File: src/inc/twg_pkg.sv
// constants for the tape write test pattern generator
// assumes a 200 MHz system clock; all counts derive from it
package twg_pkg;
    // ------------------------------------------------------------------
    // clock and timing
    // ------------------------------------------------------------------
    localparam int CLK_HZ = 200_000_000;
    localparam int CLK_PS = 5000;
    localparam int LOW_MIN_HZ = 2000;
    localparam int RANGE_SPLIT_HZ = 16000;
    localparam int HIGH_MAX_HZ = 36000;
    localparam int BLOCK_DELAY_MS = 50;
    localparam int STB_DELAY_NS = 400;
    localparam int STB_WIDTH_NS = 2000;
    localparam int TAIL_TICKS = 4;
    localparam int CHARS = 10;
    // longest master period (slowest rate) rounds down, shortest rounds up
    localparam int LOW_MAX_CYC = CLK_HZ / LOW_MIN_HZ;
    localparam int SPLIT_CYC = CLK_HZ / RANGE_SPLIT_HZ;
    localparam int HIGH_MIN_CYC = (CLK_HZ + HIGH_MAX_HZ - 1) / HIGH_MAX_HZ;
    localparam int BLOCK_DELAY_CYC = BLOCK_DELAY_MS * (CLK_HZ / 1000);
    localparam int STB_DLY_CYC = (STB_DELAY_NS * 1000 + CLK_PS - 1) / CLK_PS;
    localparam int STB_WID_CYC = (STB_WIDTH_NS * 1000 + CLK_PS - 1) / CLK_PS;
    localparam logic [8:0] STB_DLY_LAST = 9'(STB_DLY_CYC - 1);
    localparam logic [8:0] STB_WID_LAST = 9'(STB_WID_CYC - 1);
    localparam logic [3:0] LAST_CHAR = 4'(CHARS - 1);
    localparam logic [2:0] TAIL_LAST = 3'(TAIL_TICKS - 1);
    localparam logic [2:0] TAIL_DONE = 3'(TAIL_TICKS);
    // ------------------------------------------------------------------
    // register map (byte addresses)
    // ------------------------------------------------------------------
    localparam logic [7:0] REG_CTRL = 8'h00;
    localparam logic [7:0] REG_PERIOD = 8'h04;
    localparam logic [7:0] REG_STATUS = 8'h08;
    localparam logic [7:0] REG_PAT0 = 8'h10;
    localparam int CTRL_BURST = 0;
    localparam int CTRL_ODD = 1;
    localparam int CTRL_SEVEN = 2;
    localparam int CTRL_HIGH = 3;
    localparam logic [3:0] CTRL_RESET = 4'h0;
    localparam logic [16:0] PERIOD_RESET = 17'h030D4;
    localparam int FIFO_DEPTH = 32;
    localparam int FIFO_WIDTH = 8;
    typedef enum logic [1:0] {
        TWG_IDLE = 2'b00,
        TWG_SETTLE = 2'b01,
        TWG_WRITE = 2'b10,
        TWG_TAIL = 2'b11
    } twg_state_t;
endpackage : twg_pkg

File: src/twg_gen.sv
// tape write test pattern generator: sequencer, fifo, strobe stage
// assumes an async, active-low write forward gate pin and a register master
`timescale 1ns/1ps
`default_nettype none

module twg_fifo #(
    parameter int WIDTH = 8,
    parameter int DEPTH = 32
) (
    input wire logic clk,
    input wire logic rst_b,
    input wire logic flush,
    input wire logic [WIDTH-1:0] in_data,
    input wire logic in_valid,
    output logic in_ready,
    output logic [WIDTH-1:0] out_data,
    output logic out_valid,
    input wire logic out_ready
);
    localparam int AW = $clog2(DEPTH);
    logic [WIDTH-1:0] mem [DEPTH];
    logic [AW:0] wp_r;
    logic [AW:0] rp_r;
    logic full;
    logic empty;

    assign empty = (wp_r == rp_r);
    assign full = (wp_r[AW] != rp_r[AW]) && (wp_r[AW-1:0] == rp_r[AW-1:0]);
    assign in_ready = !full;
    assign out_valid = !empty;
    assign out_data = mem[rp_r[AW-1:0]];

    always_ff @(posedge clk) begin
        if (in_valid && !full) begin
            mem[wp_r[AW-1:0]] <= in_data;
        end
    end

    always_ff @(posedge clk or negedge rst_b) begin
        if (!rst_b) begin
            wp_r <= '0;
            rp_r <= '0;
        end else if (flush) begin
            wp_r <= '0;
            rp_r <= '0;
        end else begin
            if (in_valid && !full) begin
                wp_r <= wp_r + 1'b1;
            end
            if (out_ready && !empty) begin
                rp_r <= rp_r + 1'b1;
            end
        end
    end
endmodule : twg_fifo

module twg_gen #(
    parameter int BLOCK_DELAY = twg_pkg::BLOCK_DELAY_CYC,
    parameter int PERIOD_MAX = twg_pkg::LOW_MAX_CYC,
    parameter int PERIOD_SPLIT = twg_pkg::SPLIT_CYC,
    parameter int PERIOD_MIN = twg_pkg::HIGH_MIN_CYC
) (
    input wire logic clk,
    input wire logic rst_b,
    input wire logic [7:0] reg_addr,
    input wire logic [31:0] reg_wdata,
    input wire logic reg_wr,
    input wire logic reg_rd,
    output logic [31:0] reg_rdata,
    input wire logic write_forward_gate_b,
    output logic write_track_zero,
    output logic write_track_one,
    output logic [5:0] write_tracks_hi,
    output logic write_parity_track,
    output logic write_strobe,
    output logic write_reset_pulse
);
    import twg_pkg::*;

    // ------------------------------------------------------------------
    // registers
    // ------------------------------------------------------------------
    logic [3:0] ctrl_r;
    logic [16:0] period_r;
    logic [7:0] pat_r [CHARS];
    logic burst;
    logic odd;
    logic seven;
    logic sel_pat;
    logic [3:0] pat_idx;

    assign burst = ctrl_r[CTRL_BURST];
    assign odd = ctrl_r[CTRL_ODD];
    assign seven = ctrl_r[CTRL_SEVEN];
    assign pat_idx = 4'((reg_addr - REG_PAT0) >> 2);
    // compare the full offset so addresses past the table do not alias
    assign sel_pat = (reg_addr >= REG_PAT0) && (reg_addr[1:0] == 2'b00)
        && (((reg_addr - REG_PAT0) >> 2) <= 8'(LAST_CHAR));

    always_ff @(posedge clk or negedge rst_b) begin
        if (!rst_b) begin
            ctrl_r <= CTRL_RESET;
            period_r <= PERIOD_RESET;
            for (int i = 0; i < CHARS; i++) begin
                pat_r[i] <= 8'h00;
            end
        end else if (reg_wr) begin
            if (reg_addr == REG_CTRL) begin
                ctrl_r <= reg_wdata[3:0];
            end
            if (reg_addr == REG_PERIOD) begin
                period_r <= reg_wdata[16:0];
            end
            if (sel_pat) begin
                pat_r[pat_idx] <= reg_wdata[7:0];
            end
        end
    end

    // ------------------------------------------------------------------
    // gate synchroniser and master clock
    // ------------------------------------------------------------------
    logic gate_s1_r;
    logic gate_s2_r;
    logic gate_act;
    logic [16:0] lo_lim;
    logic [16:0] hi_lim;
    logic [16:0] period_eff;
    logic [16:0] div_r;
    logic tick_r;

    assign gate_act = !gate_s2_r;

    always_ff @(posedge clk or negedge rst_b) begin
        if (!rst_b) begin
            gate_s1_r <= 1'b1;
            gate_s2_r <= 1'b1;
        end else begin
            gate_s1_r <= write_forward_gate_b;
            gate_s2_r <= gate_s1_r;
        end
    end

    // range jumper: clamp software's period into the selected band
    always_comb begin
        lo_lim = ctrl_r[CTRL_HIGH] ? 17'(PERIOD_MIN) : 17'(PERIOD_SPLIT);
        hi_lim = ctrl_r[CTRL_HIGH] ? 17'(PERIOD_SPLIT) : 17'(PERIOD_MAX);
        if (period_r < lo_lim) begin
            period_eff = lo_lim;
        end else if (period_r > hi_lim) begin
            period_eff = hi_lim;
        end else begin
            period_eff = period_r;
        end
    end

    always_ff @(posedge clk or negedge rst_b) begin
        if (!rst_b) begin
            div_r <= '0;
            tick_r <= 1'b0;
        end else if (div_r >= period_eff - 17'h00001) begin
            div_r <= '0;
            tick_r <= 1'b1;
        end else begin
            div_r <= div_r + 17'h00001;
            tick_r <= 1'b0;
        end
    end

    // ------------------------------------------------------------------
    // burst control
    // ------------------------------------------------------------------
    twg_state_t state_r;
    logic [23:0] dly_r;
    logic [2:0] tail_r;
    logic writing;

    // continuous mode bypasses the gate entirely
    assign writing = !burst || (state_r == TWG_WRITE);

    always_ff @(posedge clk or negedge rst_b) begin
        if (!rst_b) begin
            state_r <= TWG_IDLE;
            dly_r <= '0;
            tail_r <= '0;
        end else if (!burst) begin
            state_r <= TWG_IDLE;
        end else begin
            unique case (state_r)
                TWG_IDLE: begin
                    dly_r <= '0;
                    if (gate_act) begin
                        state_r <= TWG_SETTLE;
                    end
                end
                TWG_SETTLE: begin
                    dly_r <= dly_r + 24'h000001;
                    tail_r <= '0;
                    if (!gate_act) begin
                        state_r <= TWG_TAIL;
                    end else if (dly_r == 24'(BLOCK_DELAY - 1)) begin
                        state_r <= TWG_WRITE;
                    end
                end
                TWG_WRITE: begin
                    tail_r <= '0;
                    if (!gate_act) begin
                        state_r <= TWG_TAIL;
                    end
                end
                TWG_TAIL: begin
                    if (tick_r) begin
                        tail_r <= tail_r + 3'h1;
                        if (tail_r == TAIL_LAST) begin
                            state_r <= TWG_IDLE;
                        end
                    end
                end
            endcase
        end
    end

    // ------------------------------------------------------------------
    // write reset pulse
    // ------------------------------------------------------------------
    logic [8:0] wrs_cnt_r;

    always_ff @(posedge clk or negedge rst_b) begin
        if (!rst_b) begin
            write_reset_pulse <= 1'b0;
            wrs_cnt_r <= '0;
        end else if (!burst) begin
            write_reset_pulse <= 1'b0;
            wrs_cnt_r <= '0;
        end else if (state_r == TWG_TAIL && tick_r && tail_r == TAIL_LAST) begin
            write_reset_pulse <= 1'b1;
            wrs_cnt_r <= '0;
        end else if (write_reset_pulse) begin
            wrs_cnt_r <= wrs_cnt_r + 9'h001;
            if (wrs_cnt_r == STB_WID_LAST) begin
                write_reset_pulse <= 1'b0;
            end
        end
    end

    // ------------------------------------------------------------------
    // character sequencer feeding the fifo
    // ------------------------------------------------------------------
    logic [3:0] seq_r;
    logic [3:0] seq_nxt;
    logic push;
    logic in_ready;
    logic [7:0] fifo_out;
    logic out_valid;
    logic pop;

    assign seq_nxt = (seq_r == LAST_CHAR) ? 4'h0 : seq_r + 4'h1;
    // a full fifo holds the sequencer rather than dropping a character
    assign push = tick_r && writing && in_ready;

    always_ff @(posedge clk or negedge rst_b) begin
        if (!rst_b) begin
            seq_r <= LAST_CHAR;
        end else if (!writing) begin
            seq_r <= LAST_CHAR;
        end else if (push) begin
            seq_r <= seq_nxt;
        end
    end

    twg_fifo #(
        .WIDTH(FIFO_WIDTH),
        .DEPTH(FIFO_DEPTH)
    ) u_fifo (
        .clk(clk),
        .rst_b(rst_b),
        .flush(!writing),
        .in_data(pat_r[seq_nxt]),
        .in_valid(push),
        .in_ready(in_ready),
        .out_data(fifo_out),
        .out_valid(out_valid),
        .out_ready(pop)
    );

    // ------------------------------------------------------------------
    // output stage: present data, wait, then strobe
    // ------------------------------------------------------------------
    logic [7:0] hold_r;
    logic [7:0] masked;
    logic [8:0] stb_cnt_r;
    logic busy_r;

    assign pop = out_valid && writing && !busy_r;
    assign masked = {hold_r[7:2], seven ? 2'b00 : hold_r[1:0]};

    always_ff @(posedge clk or negedge rst_b) begin
        if (!rst_b) begin
            hold_r <= 8'h00;
            busy_r <= 1'b0;
            stb_cnt_r <= '0;
            write_strobe <= 1'b0;
        end else if (!writing) begin
            hold_r <= 8'h00;
            busy_r <= 1'b0;
            stb_cnt_r <= '0;
            write_strobe <= 1'b0;
        end else if (pop) begin
            hold_r <= fifo_out;
            busy_r <= 1'b1;
            stb_cnt_r <= '0;
        end else if (busy_r && !write_strobe) begin
            stb_cnt_r <= stb_cnt_r + 9'h001;
            if (stb_cnt_r == STB_DLY_LAST) begin
                write_strobe <= 1'b1;
                stb_cnt_r <= '0;
            end
        end else if (write_strobe) begin
            stb_cnt_r <= stb_cnt_r + 9'h001;
            if (stb_cnt_r == STB_WID_LAST) begin
                write_strobe <= 1'b0;
                busy_r <= 1'b0;
            end
        end
    end

    always_ff @(posedge clk or negedge rst_b) begin
        if (!rst_b) begin
            write_track_zero <= 1'b0;
            write_track_one <= 1'b0;
            write_tracks_hi <= 6'h00;
            write_parity_track <= 1'b0;
        end else begin
            write_track_zero <= masked[0];
            write_track_one <= masked[1];
            write_tracks_hi <= masked[7:2];
            write_parity_track <= (^masked) ^ odd;
        end
    end

    // ------------------------------------------------------------------
    // read port
    // ------------------------------------------------------------------
    always_ff @(posedge clk or negedge rst_b) begin
        if (!rst_b) begin
            reg_rdata <= '0;
        end else if (reg_rd) begin
            if (reg_addr == REG_CTRL) begin
                reg_rdata <= {28'h0000000, ctrl_r};
            end else if (reg_addr == REG_PERIOD) begin
                reg_rdata <= {15'h0000, period_r};
            end else if (reg_addr == REG_STATUS) begin
                reg_rdata <= {22'h000000, !in_ready, !out_valid, writing,
                    state_r, gate_act, seq_r};
            end else if (sel_pat) begin
                reg_rdata <= {24'h000000, pat_r[pat_idx]};
            end else begin
                reg_rdata <= '0;
            end
        end
    end

    // ------------------------------------------------------------------
    // checks
    // ------------------------------------------------------------------
    property p_seq_wrap;
        @(posedge clk) disable iff (!rst_b)
        (push && seq_r == LAST_CHAR) |=> (seq_r == 4'h0);
    endproperty
    a_seq_wrap: assert property (p_seq_wrap)
        else $error("sequencer did not wrap after nine");

    property p_strobe_delay;
        @(posedge clk) disable iff (!rst_b)
        (pop && !burst) |-> ##80 !write_strobe ##1 write_strobe;
    endproperty
    a_strobe_delay: assert property (p_strobe_delay)
        else $error("strobe not 400 ns after character");

    property p_strobe_width;
        @(posedge clk) disable iff (!rst_b)
        ($rose(write_strobe) && !burst)
            |-> ##[399:399] write_strobe ##1 !write_strobe;
    endproperty
    a_strobe_width: assert property (p_strobe_width)
        else $error("strobe width not 2 us");

    property p_block_delay;
        @(posedge clk) disable iff (!rst_b)
        (burst && state_r == TWG_IDLE && gate_act) |=> !writing [*8];
    endproperty
    a_block_delay: assert property (p_block_delay)
        else $error("writing began without settle delay");

    property p_no_wrs_cont;
        @(posedge clk) disable iff (!rst_b)
        (!burst && !$past(burst)) |-> !write_reset_pulse;
    endproperty
    a_no_wrs_cont: assert property (p_no_wrs_cont)
        else $error("write reset in continuous mode");

    property p_seven_track;
        @(posedge clk) disable iff (!rst_b)
        $past(seven) |-> (!write_track_zero && !write_track_one);
    endproperty
    a_seven_track: assert property (p_seven_track)
        else $error("tracks zero or one driven in seven-track");

    property p_parity;
        @(posedge clk) disable iff (!rst_b)
        $past(rst_b) |-> ((^{write_tracks_hi, write_track_one,
            write_track_zero, write_parity_track}) == $past(odd));
    endproperty
    a_parity: assert property (p_parity)
        else $error("parity track wrong");

    property p_wrs_after_tail;
        @(posedge clk) disable iff (!rst_b)
        $rose(write_reset_pulse) |-> (tail_r == TAIL_DONE);
    endproperty
    a_wrs_after_tail: assert property (p_wrs_after_tail)
        else $error("write reset not on fourth tick");

    property p_stop_on_gate;
        @(posedge clk) disable iff (!rst_b)
        (burst && !gate_act) |=> ##1 (!write_strobe && hold_r == 8'h00);
    endproperty
    a_stop_on_gate: assert property (p_stop_on_gate)
        else $error("writing continued after gate ended");
endmodule : twg_gen

`default_nettype wire

File: config.mk
export PLATFORM = sky130hd
export DESIGN_NAME = twg_gen
export DESIGN_NICKNAME = d
export VERILOG_FILES = /design/src/inc/twg_pkg.sv /design/src/twg_gen.sv
export SDC_FILE = /design/constraint.sdc
export NUM_CORES = 1
export LEC_CHECK = 0
export BUFFER_PORTS_ARGS = -buffer_cell sky130_fd_sc_hd__buf_2
export CORE_MARGIN = 1
export CORE_UTILIZATION = 45
export CTS_CLUSTER_DIAMETER = 200
export DETAILED_ROUTE_END_ITERATION = 10
export GPL_TIMING_DRIVEN = 0
export PLACE_DENSITY = 0.66
export SETUP_SLACK_MARGIN = 0.02
export SYNTH_ARGS = -nofsm -noshare
export SYNTH_HDL_FRONTEND = slang
export SYNTH_SLANG_ARGS = --single-unit
File: constraint.sdc
create_clock -name clk -period 5.35 [get_ports clk]
set_input_delay 0 -clock clk [delete_from_list [all_inputs] [get_ports clk]]
set_output_delay 0 -clock clk [all_outputs]
set_load 0.05 [all_outputs]
== Word-level counts from Yosys, hierarchy flattened ==
Memories as Yosys holds them, arrays and structs flattened.
Cells that the tools add are included.
W data, S select, Z words.

* Memories: 1
* Register bits after elaboration: 236
* Output and inout port bits: 43
* Memory bits (writable): 256
* Word-level logic and storage cells: 186
* Input port bits: 45

{| class="wikitable"
|+ Memories
! name !! words !! width !! rd ports !! clocked after Yosys merged registers in !! write ports !! RTL line !! text
|-
| u_fifo.mem || 32 || 8 || 1 || 0 || 1 || twg_gen.sv:21 || <nowiki>logic [WIDTH-1:0] mem [DEPTH];</nowiki>
|}

* Mux-type cells: 65
* Bitwise logic cells: 3
* Reduce and logical (&&, ||, !) cells: 35
* $add $sub $neg: 10
* Eq/ne operators: 31
* $lt $le $gt $ge: 8

{| class="wikitable"
|+ Operators by type and width
! operator !! count
|-
| $mux W17 || 5
|-
| $bwmux W80 || 1
|-
| $mux W9 || 8
|-
| $bmux W8 S4 || 2
|-
| $mux W8 || 8
|-
| $pmux W24 S2 || 1
|-
| $demux W8 S4 || 1
|-
| $mux W32 || 1
|-
| $add A24 B1 Y24 const B || 1
|-
| $eq A24 B24 Y1 const B || 1
|-
| $mux W6 || 4
|-
| $add A9 B1 Y9 const B || 2
|-
| $eq A9 B9 Y1 const B || 2
|-
| $mux W1 || 18
|-
| $add A17 B1 Y17 const B || 1
|-
| $ge A17 B17 Y1 || 1
|-
| $gt A17 B17 Y1 || 1
|-
| $lt A17 B14 Y1 || 1
|-
| $sub A17 B1 Y17 const B || 1
|-
| $mux W2 || 8
|-
| $mux W14 || 1
|-
| $logic_and A1 B1 Y1 || 13
|-
| $add A6 B1 Y6 const B || 2
|-
| $mux W4 || 3
|-
| 40 further kinds || 65
|}

== Logic depth before layout (Yosys ltp) ==
Gate-level depths: netlist of run 1.

* Depth in word-level cells: 9
* Gate-level depth with buffers: 27
* Depth with buffers taken out: 23

== Hierarchy ==
From an unflattened synthesis of run 1, not the netlist that was laid out.

* Cell total of the unflattened synthesis: 1670
* Area total of the unflattened synthesis: 22526.6 µm²

{| class="wikitable"
|+ Modules (own cells, without submodules)
! module !! area each (µm²) !! instances !! seq. area each (µm²) !! cells an instance
|-
| twg_gen || 11927.7 || 1 || 5242.5 || 1185
|-
| twg_fifo || 10598.9 || 1 || 7987.7 || 485
|}

== Worst setup path after synthesis of run 1 ==
No wires, ideal clock.

* Path kind: register to register
* Start: reg ctrl_r[3]
* End: reg div_r[10]
* Arrival: 5160 ps
* Clock period less this slack: 5233 ps
* Setup slack: 117 ps
* Cell stages (with the launch flop): 27
* Cells stage by stage: dfrtp_1 > inv_1 > ha_1 > nor4bb_1 > a221o_1 > a21o_1 > a21oi_1 > buf_2 > nand2_1 > ha_1 > inv_1 > or3_1 > clkbuf_1 > nor4_1 > xnor2_1 > nand2_1 > a21oi_1 > ha_1 > nand4_1 > nor4_1 > o21a_1 > o21a_1 > o21a_1 > a211o_1 > clkbuf_1 > clkbuf_1 > nor2_1

* Longest elaborated chain between the ends: 7
* Elaborated cells between the ends (all ways): 9
* Those cells by class: 1 x add/sub; 3 x order compare; 5 x mux

{| class="wikitable"
|+ RTL lines
! element !! RTL line !! text
|-
| from (decl) || twg_gen.sv:83 || <nowiki>logic [3:0] ctrl_r;</nowiki>
|-
| from (signal assigned) || twg_gen.sv:109 || <nowiki>ctrl_r <= reg_wdata[3:0];</nowiki>
|-
| $mux W17 || twg_gen.sv:147 || <nowiki>hi_lim = ctrl_r[CTRL_HIGH] ? 17'(PERIOD_SPLIT) : 17'(PERIOD_MAX);</nowiki>
|-
| $gt A17 B17 Y1 || twg_gen.sv:150 || <nowiki>end else if (period_r > hi_lim) begin</nowiki>
|-
| $mux W17 || twg_gen.sv:150 ||
|-
| $mux W17 * || twg_gen.sv:148 || <nowiki>if (period_r < lo_lim) begin</nowiki>
|-
| $sub A17 B1 Y17 * || twg_gen.sv:161 || <nowiki>end else if (div_r >= period_eff - 17'h00001) begin</nowiki>
|-
| $ge A17 B17 Y1 * || twg_gen.sv:161 ||
|-
| $mux W17 * || twg_gen.sv:161 ||
|-
| to (signal assigned) || twg_gen.sv:165 || <nowiki>div_r <= div_r + 17'h00001;</nowiki>
|-
| to (decl) || twg_gen.sv:129 || <nowiki>logic [16:0] div_r;</nowiki>
|}

Every way passes the cells marked *; elsewhere a longest branch is shown, timed or not.
A chain may end at the register's enable or synchronous reset.

== Final worst setup path of run 1 ==
* Start: reg ctrl_r[3]
* End: reg div_r[3]

The elaborated chain is that of the path after synthesis.

==> results.toml, run 1 <==
[yosys]
seq_area_frac_synth_pct = 58.4
synth_edf_count = 256
yosys-top-cells-area = "edfxtp_1 34%, dfrtp_1 23%, mux4_2 10%"
syn-cell-area_um2 = 22600
ys_ff_latch = 477
ys_warn_count = 0
yosysTopAreaCellShare_pct = 34.0
syn_avg_cell_area_um2 = 14.1
async_flop_share_pct = 46.3
ys_types = 80
ys.flop_type = "edfxtp_1"
syn_inst = 1605
yosysTopAreaCell = "edfxtp_1"

[place]
dp_hpwl_um = 35900
dpl_cell_area_um2 = 24000
gp_congestion = 0.854
port_buffers = 54

[worst_setup_path]
start_kind = "flip-flop"
critical-path-max-stage-delay_ns = 0.42
critPathRequiredTime_ns = 5.86
critical_path.cell_chain = "clkinvlp_4 -> ha_1 -> nor4bb_2 -> a221o_1 -> a21o_1 -> a21oi_2 -> buf_4 -> nand2_1 -> ha_1 -> inv_1 -> or3_4 -> o31a_1 -> o311a_1 -> a221oi_2 -> ha_1 -> nand3_1 -> nor4_1 -> o21a_1 -> o21a_1 -> o21a_1 -> a211o_4 -> nor2_1"
critPathKind = "flip-flop to flip-flop"
r2r_slack_ns = 0.34
critPathMaxFanout = 18
crit_arrival_ns = 5.52
cpMaxStageDelayCell = "a211o_4"
end_kind = "flip-flop"

[timing]
fmax_mhz = 199
worstMarginPinSlew_ns = 0.948
rsz0062_at_grt = "no"
whs_ns = 0.0371
slew_headroom_pct = 36.8
setup_violations = 0
clock_skew_ns = 0.0366
finalHoldViolCount = 0
fin_crit_ns = 5.01
min_period_over_period_pct = 93.7
drv_slew = 0

[grt]
grt_pass1_wl_um = 82100
globalRouteOverflowTotal = 0
grt_pass1_vias = 14015
antenna_found_initial = 0
grtUsageTotal_pct = 21.1
grt_max_degree = 83

[hold_path]
min_path_type = "input port to flip-flop"

[cts]
cts.sinks = 477
cts_made_buffers = 50
insertion_delay_ns = 0.61
cts-root-buf = "clkbuf_16"
htreeDepth = 2
clk_pin_slew_ns = 0.06
cts_tree = "yes"
cts_buffer_depth = 3

[detailed_routing]
via_per_inst = 5.65
wl_per_cell_um = 21.4
antenna_left = 0
vias = 13960
firstDrtPassIters = 5
drc_errors = 0
finalWirelength_um = 52800
initialDrtViolationCount = 1286

[pwr]
powerDensity_nw_per_um2 = 383
ir_drop_uv = 268
leakage_nw = 10.0

[die]
core_area_um2 = 49300
rows = 81
die_w_um = 226
initial_core_util_pct = 46.0
die-area_um2 = 51200
die_h_um = 226
pin_count = 88

[layout]
fin_util_pct = 52.8
syn2layout_area_growth_pct = 15.0
final_cell_mix = "256 x edfxtp_1, 210 x dfrtp_1, 157 x nor2_1, 104 x mux4_2, 91 x nand2_1"
fill_cells = 4045
drive_gt1_share_pct = 23.1
final_cell_area_um2 = 26000
diodes = 0
final_net_count = 1865
final_common_cell = "edfxtp_1"

[outcome]
status = "complete, no violations"

[job]
cap_violations = 0
## sequential cells by signal, indices dropped and copies added (netlist names), 2 cells and up
register and count:
u_fifo.mem 256, pat_r 80, dly_r 24, div_r 17, period_r 17, reg_rdata 17
stb_cnt_r 9, wrs_cnt_r 9, hold_r 8, u_fifo.rp_r 6, u_fifo.wp_r 6, write_tracks_hi 6
ctrl_r 4, seq_r 4, tail_r 3, state_r 2
## power breakdown
group	switching [W]	internal, W	leakage (nW)
Clock	0.00146	0.00195	0.767
Sequential	0.000129	0.00407	5.21
Combinational	0.00134	0.00102	4.05
## cell families after synthesis
group | synth area share [%]
DFF | 58.4
adders and majority gates | 2.98
AOI/OAI and AO/OA | 5.02
other | 0.0166
xor gates and xnor gates | 3.06
and+or+nand+nor | 8.65
muxes | 19.2
buffers and inverters | 2.59
## metrics by stage
stage                     instances  setup slack (ns)  total power (W)  setup TNS [ns]
after CTS                      2463            0.0267           0.0100               0
after global placement         2337             -1.21          0.00652          -17.14
final                          2470             0.335          0.00996               0
after global routing           2470            0.0340           0.0104               0
after detailed placement       2347             -1.35          0.00659          -19.07
after floorplan                1619             0.117          0.00590               0
## critical path: cells and delay by family, from the launching register on
| family | cells | cell delay [ns] |
|---|---|---|
| simple gates | 6 | 1.10 |
| flops | 1 | 0.38 |
| compound gates | 10 | 2.16 |
| fa+ha+maj | 3 | 0.82 |
| buf+inv | 3 | 0.44 |
## timing repair
action | 4_1_cts | 5_1_grt
endpoints found under the setup margin | 18 | 18
pin swaps | 1 | 8
hold buffers | 22 | 0
resized for setup | 11 | 12
buffers inserted | 4 | 8
endpoints found under the hold margin | 165 | 0
## layout make-up
| cell class | instances | area (µm²) | area share [%] |
|---|---|---|---|
| clock inverters | 26 | 280 | 1.08 |
| clock buffers | 66 | 1330 | 5.12 |
| plain buffers | 93 | 448 | 1.72 |
| flip-flops and latches | 477 | 13200 | 50.8 |
| well taps | 664 | 831 | 3.19 |
| repair buffers | 98 | 783 | 3.01 |
| inverters | 35 | 135 | 0.519 |
| multi-input cells | 1011 | 8990 | 34.5 |
## synth_stat cells, drive strengths merged (9+ instances only)
cell type and count:
a211oi 12, a21o 11, a21oi 41, a22o 9
and3 14, buf 40, clkbuf 56, dfrtp 211
dfstp 10, edfxtp 256, ha 54, inv 35
mux2 121, mux2i 64, mux4 104, nand2 91
nand2b 9, nand3 31, nand4 20, nor2 159
nor2b 10, nor3 16, nor4 11, o21ai 52
or3 13, xnor2 35, xor2 44
## final timing paths
check,from,to,cells after the start
hold / removal,write_forward_gate_b,gate_s1_r,2
max in group asynchronous,rst_b,period_r[4],5
hold reg to reg,gate_s1_r,gate_s2_r,0
setup reg to reg,ctrl_r[3],div_r[3],22
setup / recovery,ctrl_r[3],div_r[3],22
min in group asynchronous,rst_b,dly_r[20],4
## routing by layer
| layer | global-route usage [%] | wire length (µm) | vias to the layer above |
|---|---|---|---|
| met4 | 6.02 | 1310 | 0 |
| met2 | 34.5 | 25500 | 404 |
| met3 | 3.46 | 3110 | 92 |
| met1 | 29.1 | 22900 | 7143 |
| li1 | - | - | 6321 |
| met5 | 0 | 0 | - |
Power figures use the tool's default switching activity.
==> run 2, diff against run 1 <==
Settings changed: PLACE_DENSITY 0.66 to not set.
==> results.toml, run 2 (synthesis gave the netlist of run 1 again) <==
[detailed_routing]
finalWirelength_um = 55100
vias = 14022
antenna_left = 0
initialDrtViolationCount = 1275
via_per_inst = 5.65
firstDrtPassIters = 5
drc_errors = 0
wl_per_cell_um = 22.2

[layout]
final_cell_area_um2 = 26200
fill_cells = 4155
syn2layout_area_growth_pct = 15.7
drive_gt1_share_pct = 23.9
final_cell_mix = "256 x edfxtp_1, 209 x dfrtp_1, 157 x nor2_1, 104 x mux4_2, 91 x nand2_1"
final_net_count = 1870
final_common_cell = "edfxtp_1"
largest_reg_flops = 256

[grt]
antenna_found_initial = 0
grtUsageTotal_pct = 22.2
grt_pass1_vias = 14256
globalRouteOverflowTotal = 0
grt_max_degree = 90
grt_pass1_wl_um = 85400

[cts]
insertion_delay_ns = 0.61
cts-root-buf = "clkbuf_16"
cts_made_buffers = 52
cts.sinks = 477
clk_pin_slew_ns = 0.06
htreeDepth = 2
cts_tree = "yes"
cts_buffer_depth = 3

[worst_setup_path]
rr_startpoint = "ctrl_r[3]"
critPathRequiredTime_ns = 5.87
critPathKind = "flip-flop to flip-flop"
r2r_slack_ns = 0.27
r2r_end = "div_r[11]"
critPathMaxFanout = 10
end_kind = "flip-flop"
crit_arrival_ns = 5.61
worstSetupEndpoint = "div_r[11]"
critPathLaunch = "ctrl_r[3]"
r2r_cells = 24
start_kind = "flip-flop"

[timing]
min_period_over_period_pct = 95.0
whs_ns = 0.0627
fin_crit_ns = 5.08
worstMarginPinSlew_ns = 0.937
tns_ns = 0
fmax_mhz = 197
clock_skew_ns = 0.0225
slew_headroom_pct = 37.3
setup_violations = 0
drv_slew = 0
finalHoldViolCount = 0
fin_ws_ns = 0.266

[die]
die_w_um = 226
die-area_um2 = 51200
core_area_um2 = 49300
die_h_um = 226
initial_core_util_pct = 46.0
rows = 81
pin_count = 88

[place]
gp_congestion = 0.888
pre_cts_ws_ns = -1.13
dp_hpwl_um = 37300
port_buffers = 54
dpl_cell_area_um2 = 24000

[pwr]
ir_drop_uv = 261
powerDensity_nw_per_um2 = 388
leakage_nw = 10.1
power.total_w = 0.0102

[outcome]
status = "complete, no violations"

[hold_path]
min_path_type = "input port to flip-flop"
hp-start = "write_forward_gate_b"

[job]
cap_violations = 0
==> run 2: cell type report <==
cell class                 count  area (µm²)  share of cell area [%]
multi-input combinational   1011        9030                    34.5
timing repair buffer         100         795                    3.03
sequential                   477       13200                    50.5
clock buffer                  71        1450                    5.55
tap                          664         831                    3.17
buffer                        94         462                    1.76
inverter                      35         135                   0.516
clock inverter                27         256                   0.979
antenna                        1        2.50                 0.00955
==> run 2: metrics by stage <==
| stage | instances | utilization, % |
|---|---|---|
| floorplan | 1619 | - |
| global placement | 2337 | 48.3 |
| detailed placement | 2346 | 48.7 |
| CTS | 2471 | 52.9 |
| global route | 2479 | 53.2 |
| finish | 2480 | 53.2 |
==> run 2: worst max-delay path, stage by stage (launching register included) <==
cell and delay, ns:
dfrtp_2 0.38, clkinvlp_4 0.24, buf_6 0.21, ha_1 0.30, a21o_1 0.17, a221o_1 0.37, a21o_1 0.20, a21oi_2 0.15
buf_4 0.17, nand2_1 0.08, ha_1 0.21, inv_1 0.12, or3_4 0.19, o31a_1 0.20, nor3_1 0.08, a221oi_2 0.31
ha_1 0.29, nand3_1 0.11, nor4_1 0.07, o21a_1 0.17, o21a_1 0.17, o21a_1 0.18, a211o_4 0.32, buf_6 0.17
nor2_1 0.10
==> run 2: power breakdown <==
part / switching [W] / internal (W) / total [W] / leakage (nW)
sequential: 0.000142 / 0.00407 / 0.00421 / 5.21
clock: 0.00149 / 0.00210 / 0.00359 / 0.844
combinational: 0.00134 / 0.00102 / 0.00236 / 4.06
==> run 2: timing repair <==
action | CTS | global route
hold endpoints to repair | 241 | 0
setup buffers | 7 | 8
pin swaps | 2 | 9
resized for setup | 13 | 19
cloned | 0 | 0
hold buffers | 22 | 0
setup endpoints to repair | 18 | 18
==> run 2: how the worst min path moves through the flow <==
stage               cells after the start        end
floorplan                               0     busy_r
global placement                        1  gate_s1_r
detailed placement                      1  dly_r[23]
CTS                                     2  gate_s1_r
global route                            2  gate_s1_r
finish                                  2  gate_s1_r
==> run 2: layer usage <==
layer	GRT usage [%]	vias up	share of wire [%]
li1	-	6351	-
met1	31.7	7186	45
met2	34.9	386	47
met3	3.23	99	5.3
met4	7.28	0	2.7
met5	0	-	0
==> run 3, diff against run 2 <==
Settings changed: PLACE_DENSITY set to 0.63.
==> results.toml, run 3 (synthesis gave the netlist of run 1 again) <==
[cts]
htreeDepth = 2
cts_buffer_depth = 3
cts-root-buf = "clkbuf_16"
clk_pin_slew_ns = 0.06
cts_made_buffers = 51
cts.sinks = 477
cts_tree = "yes"
insertion_delay_ns = 0.61

[layout]
fin_util_pct = 52.8
drive_gt1_share_pct = 23.1
syn2layout_area_growth_pct = 14.9
largest_reg_flops = 256
final_net_count = 1859
final_cell_mix = "256 x edfxtp_1, 210 x dfrtp_1, 157 x nor2_1, 104 x mux4_2, 91 x nand2_1"
final_common_cell = "edfxtp_1"
final_cell_area_um2 = 26000
diodes = 0

[grt]
grt_busiest_layer = "met2"
gr-usage-met2_pct = 34.8
grt_pass1_wl_um = 83400
grt_max_degree = 125
grtUsageMet3_pct = 3.12
grtUsageMet1_pct = 30.1
globalRouteOverflowTotal = 0
antenna_found_initial = 0
grtUsageTotal_pct = 21.6
grt_pass1_vias = 14116

[pwr]
p_switching_w = 0.00293
leakage_nw = 10.0
clkPwrFrac_pct = 35.4
comb_power_share_pct = 23.0
powerDensity_nw_per_um2 = 389
power.total_w = 0.0101
ir_drop_uv = 237
seq_power_share_pct = 41.6
p_int_w = 0.00719
p_sw_share_pct = 29.0

[worst_setup_path]
critPathMaxFanout = 10
critPathKind = "flip-flop to flip-flop"
critPathRequiredTime_ns = 5.87
end_kind = "flip-flop"
start_kind = "flip-flop"
crit_arrival_ns = 5.61

[die]
die-area_um2 = 51200
rows = 81
pin_count = 88
die_h_um = 226
die_w_um = 226
initial_core_util_pct = 46.0
core_area_um2 = 49300

[timing]
rsz0062_at_grt = "no"
slew_headroom_pct = 29.3
fin_crit_ns = 5.09
min_period_over_period_pct = 95.2
finalHoldViolCount = 0
fmax_mhz = 196
setup_violations = 0
drv_slew = 0
worstMarginPinSlew_ns = 1.06
clock_skew_ns = 0.0232

[place]
dp_hpwl_um = 36200
port_buffers = 54
gp_congestion = 0.874
dpl_cell_area_um2 = 24000

[outcome]
status = "complete, no violations"

[detailed_routing]
wl_per_cell_um = 21.8
vias = 13998
initialDrtViolationCount = 1163
antenna_left = 0
drc_errors = 0
finalWirelength_um = 53900
firstDrtPassIters = 5
via_per_inst = 5.68

[hold_path]
min_path_type = "input port to asynchronous set/reset pin"

[job]
cap_violations = 0
[run 3: changes by cell type in the layout (fill, tap and decap cells not counted), sizes merged]
cell         before  now
buf             121  110
bufinv            4    6
clkbuf          123  121
clkinv           20   16
clkinvlp          2    5
diode             1    0
dlygate4sd3      21   20
[run 3: layer usage]
metal	share of wire, %	wire length [µm]	up-vias
met1	44	23900	7188
met5	0	0	-
li1	-	-	6313
met4	2.8	1490	0
met2	48	25700	401
met3	5.0	2700	96
[run 3: metrics by stage]
| stage | hold WS, ns | setup TNS, ns | setup WS [ns] | cells |
|---|---|---|---|---|
| 5_1_grt | 0.0773 | 0 | 0.0508 | 2466 |
| 2_1_floorplan | -0.296 | 0 | 0.117 | 1619 |
| 3_3_place_gp | 0.139 | -14.79 | -1.02 | 2337 |
| 3_5_place_dp | 0.0954 | -18.38 | -1.25 | 2345 |
| 4_1_cts | 0.0417 | 0 | 0.0664 | 2465 |
| 6_report | 0.0286 | 0 | 0.259 | 2466 |
[run 3: timing repair]
action                                 CTS  global route
hold buffers                            20             0
gates resized for setup                 11            15
setup endpoints to repair               18            18
pin swaps                                3             4
cloned                                   0             1
setup buffers                            7             0
endpoints found under the hold margin  126             0
[run 3: worst max-delay path, cell delays in order (launching register included)]
cell and delay (ns):
dfrtp_2 0.44, clkinvlp_4 0.16, buf_4 0.16, ha_1 0.30, a21o_1 0.16, a221o_1 0.32
buf_4 0.15, a211oi_2 0.47, nand2b_1 0.11, ha_1 0.23, inv_1 0.12, or3_4 0.20
o31a_1 0.22, nor3_1 0.08, a221oi_2 0.32, ha_1 0.30, nand3_1 0.11, nor4_1 0.07
o21a_1 0.17, o21a_1 0.16, o21a_1 0.17, a211o_4 0.32, buf_6 0.17, nor2_1 0.11
[run 3: worst paths after layout]
| kind | startpoint | end | slack, ns | depth (start not counted) |
|---|---|---|---|---|
| max | ctrl_r[3] | div_r[13] | 0.26 | 23 |
| min | rst_b | reg_rdata[13] | 0.03 | 2 |
| max reg2reg | ctrl_r[3] | div_r[13] | 0.26 | 23 |
| min reg2reg | gate_s1_r | gate_s2_r | 0.35 | 0 |
| max in group asynchronous | rst_b | u_fifo.rp_r[4] | 4.24 | 3 |
| min in group clk | write_forward_gate_b | gate_s1_r | 0.11 | 2 |
[run 3: area by class of cell]
class	instances	area, µm²
fillers	4142	23200
flip-flops and latches	477	13200
multi-input cells	1011	8990
clock buffers	68	1390
well taps	664	831
repair buffers	89	669
plain buffers	94	462
clock inverters	27	305
inverters	35	135
repair inverters	1	7.51
[run 3: power by group through the flow]
stage	Clock [W]	Sequential [W]	Combinational (W)
global placement	0	0.00428	0.00226
floorplan	0	0.00437	0.00153
CTS	0.00366	0.00420	0.00235
finish	0.00358	0.00421	0.00233
detailed placement	0	0.00428	0.00231
global route	0.00381	0.00422	0.00252
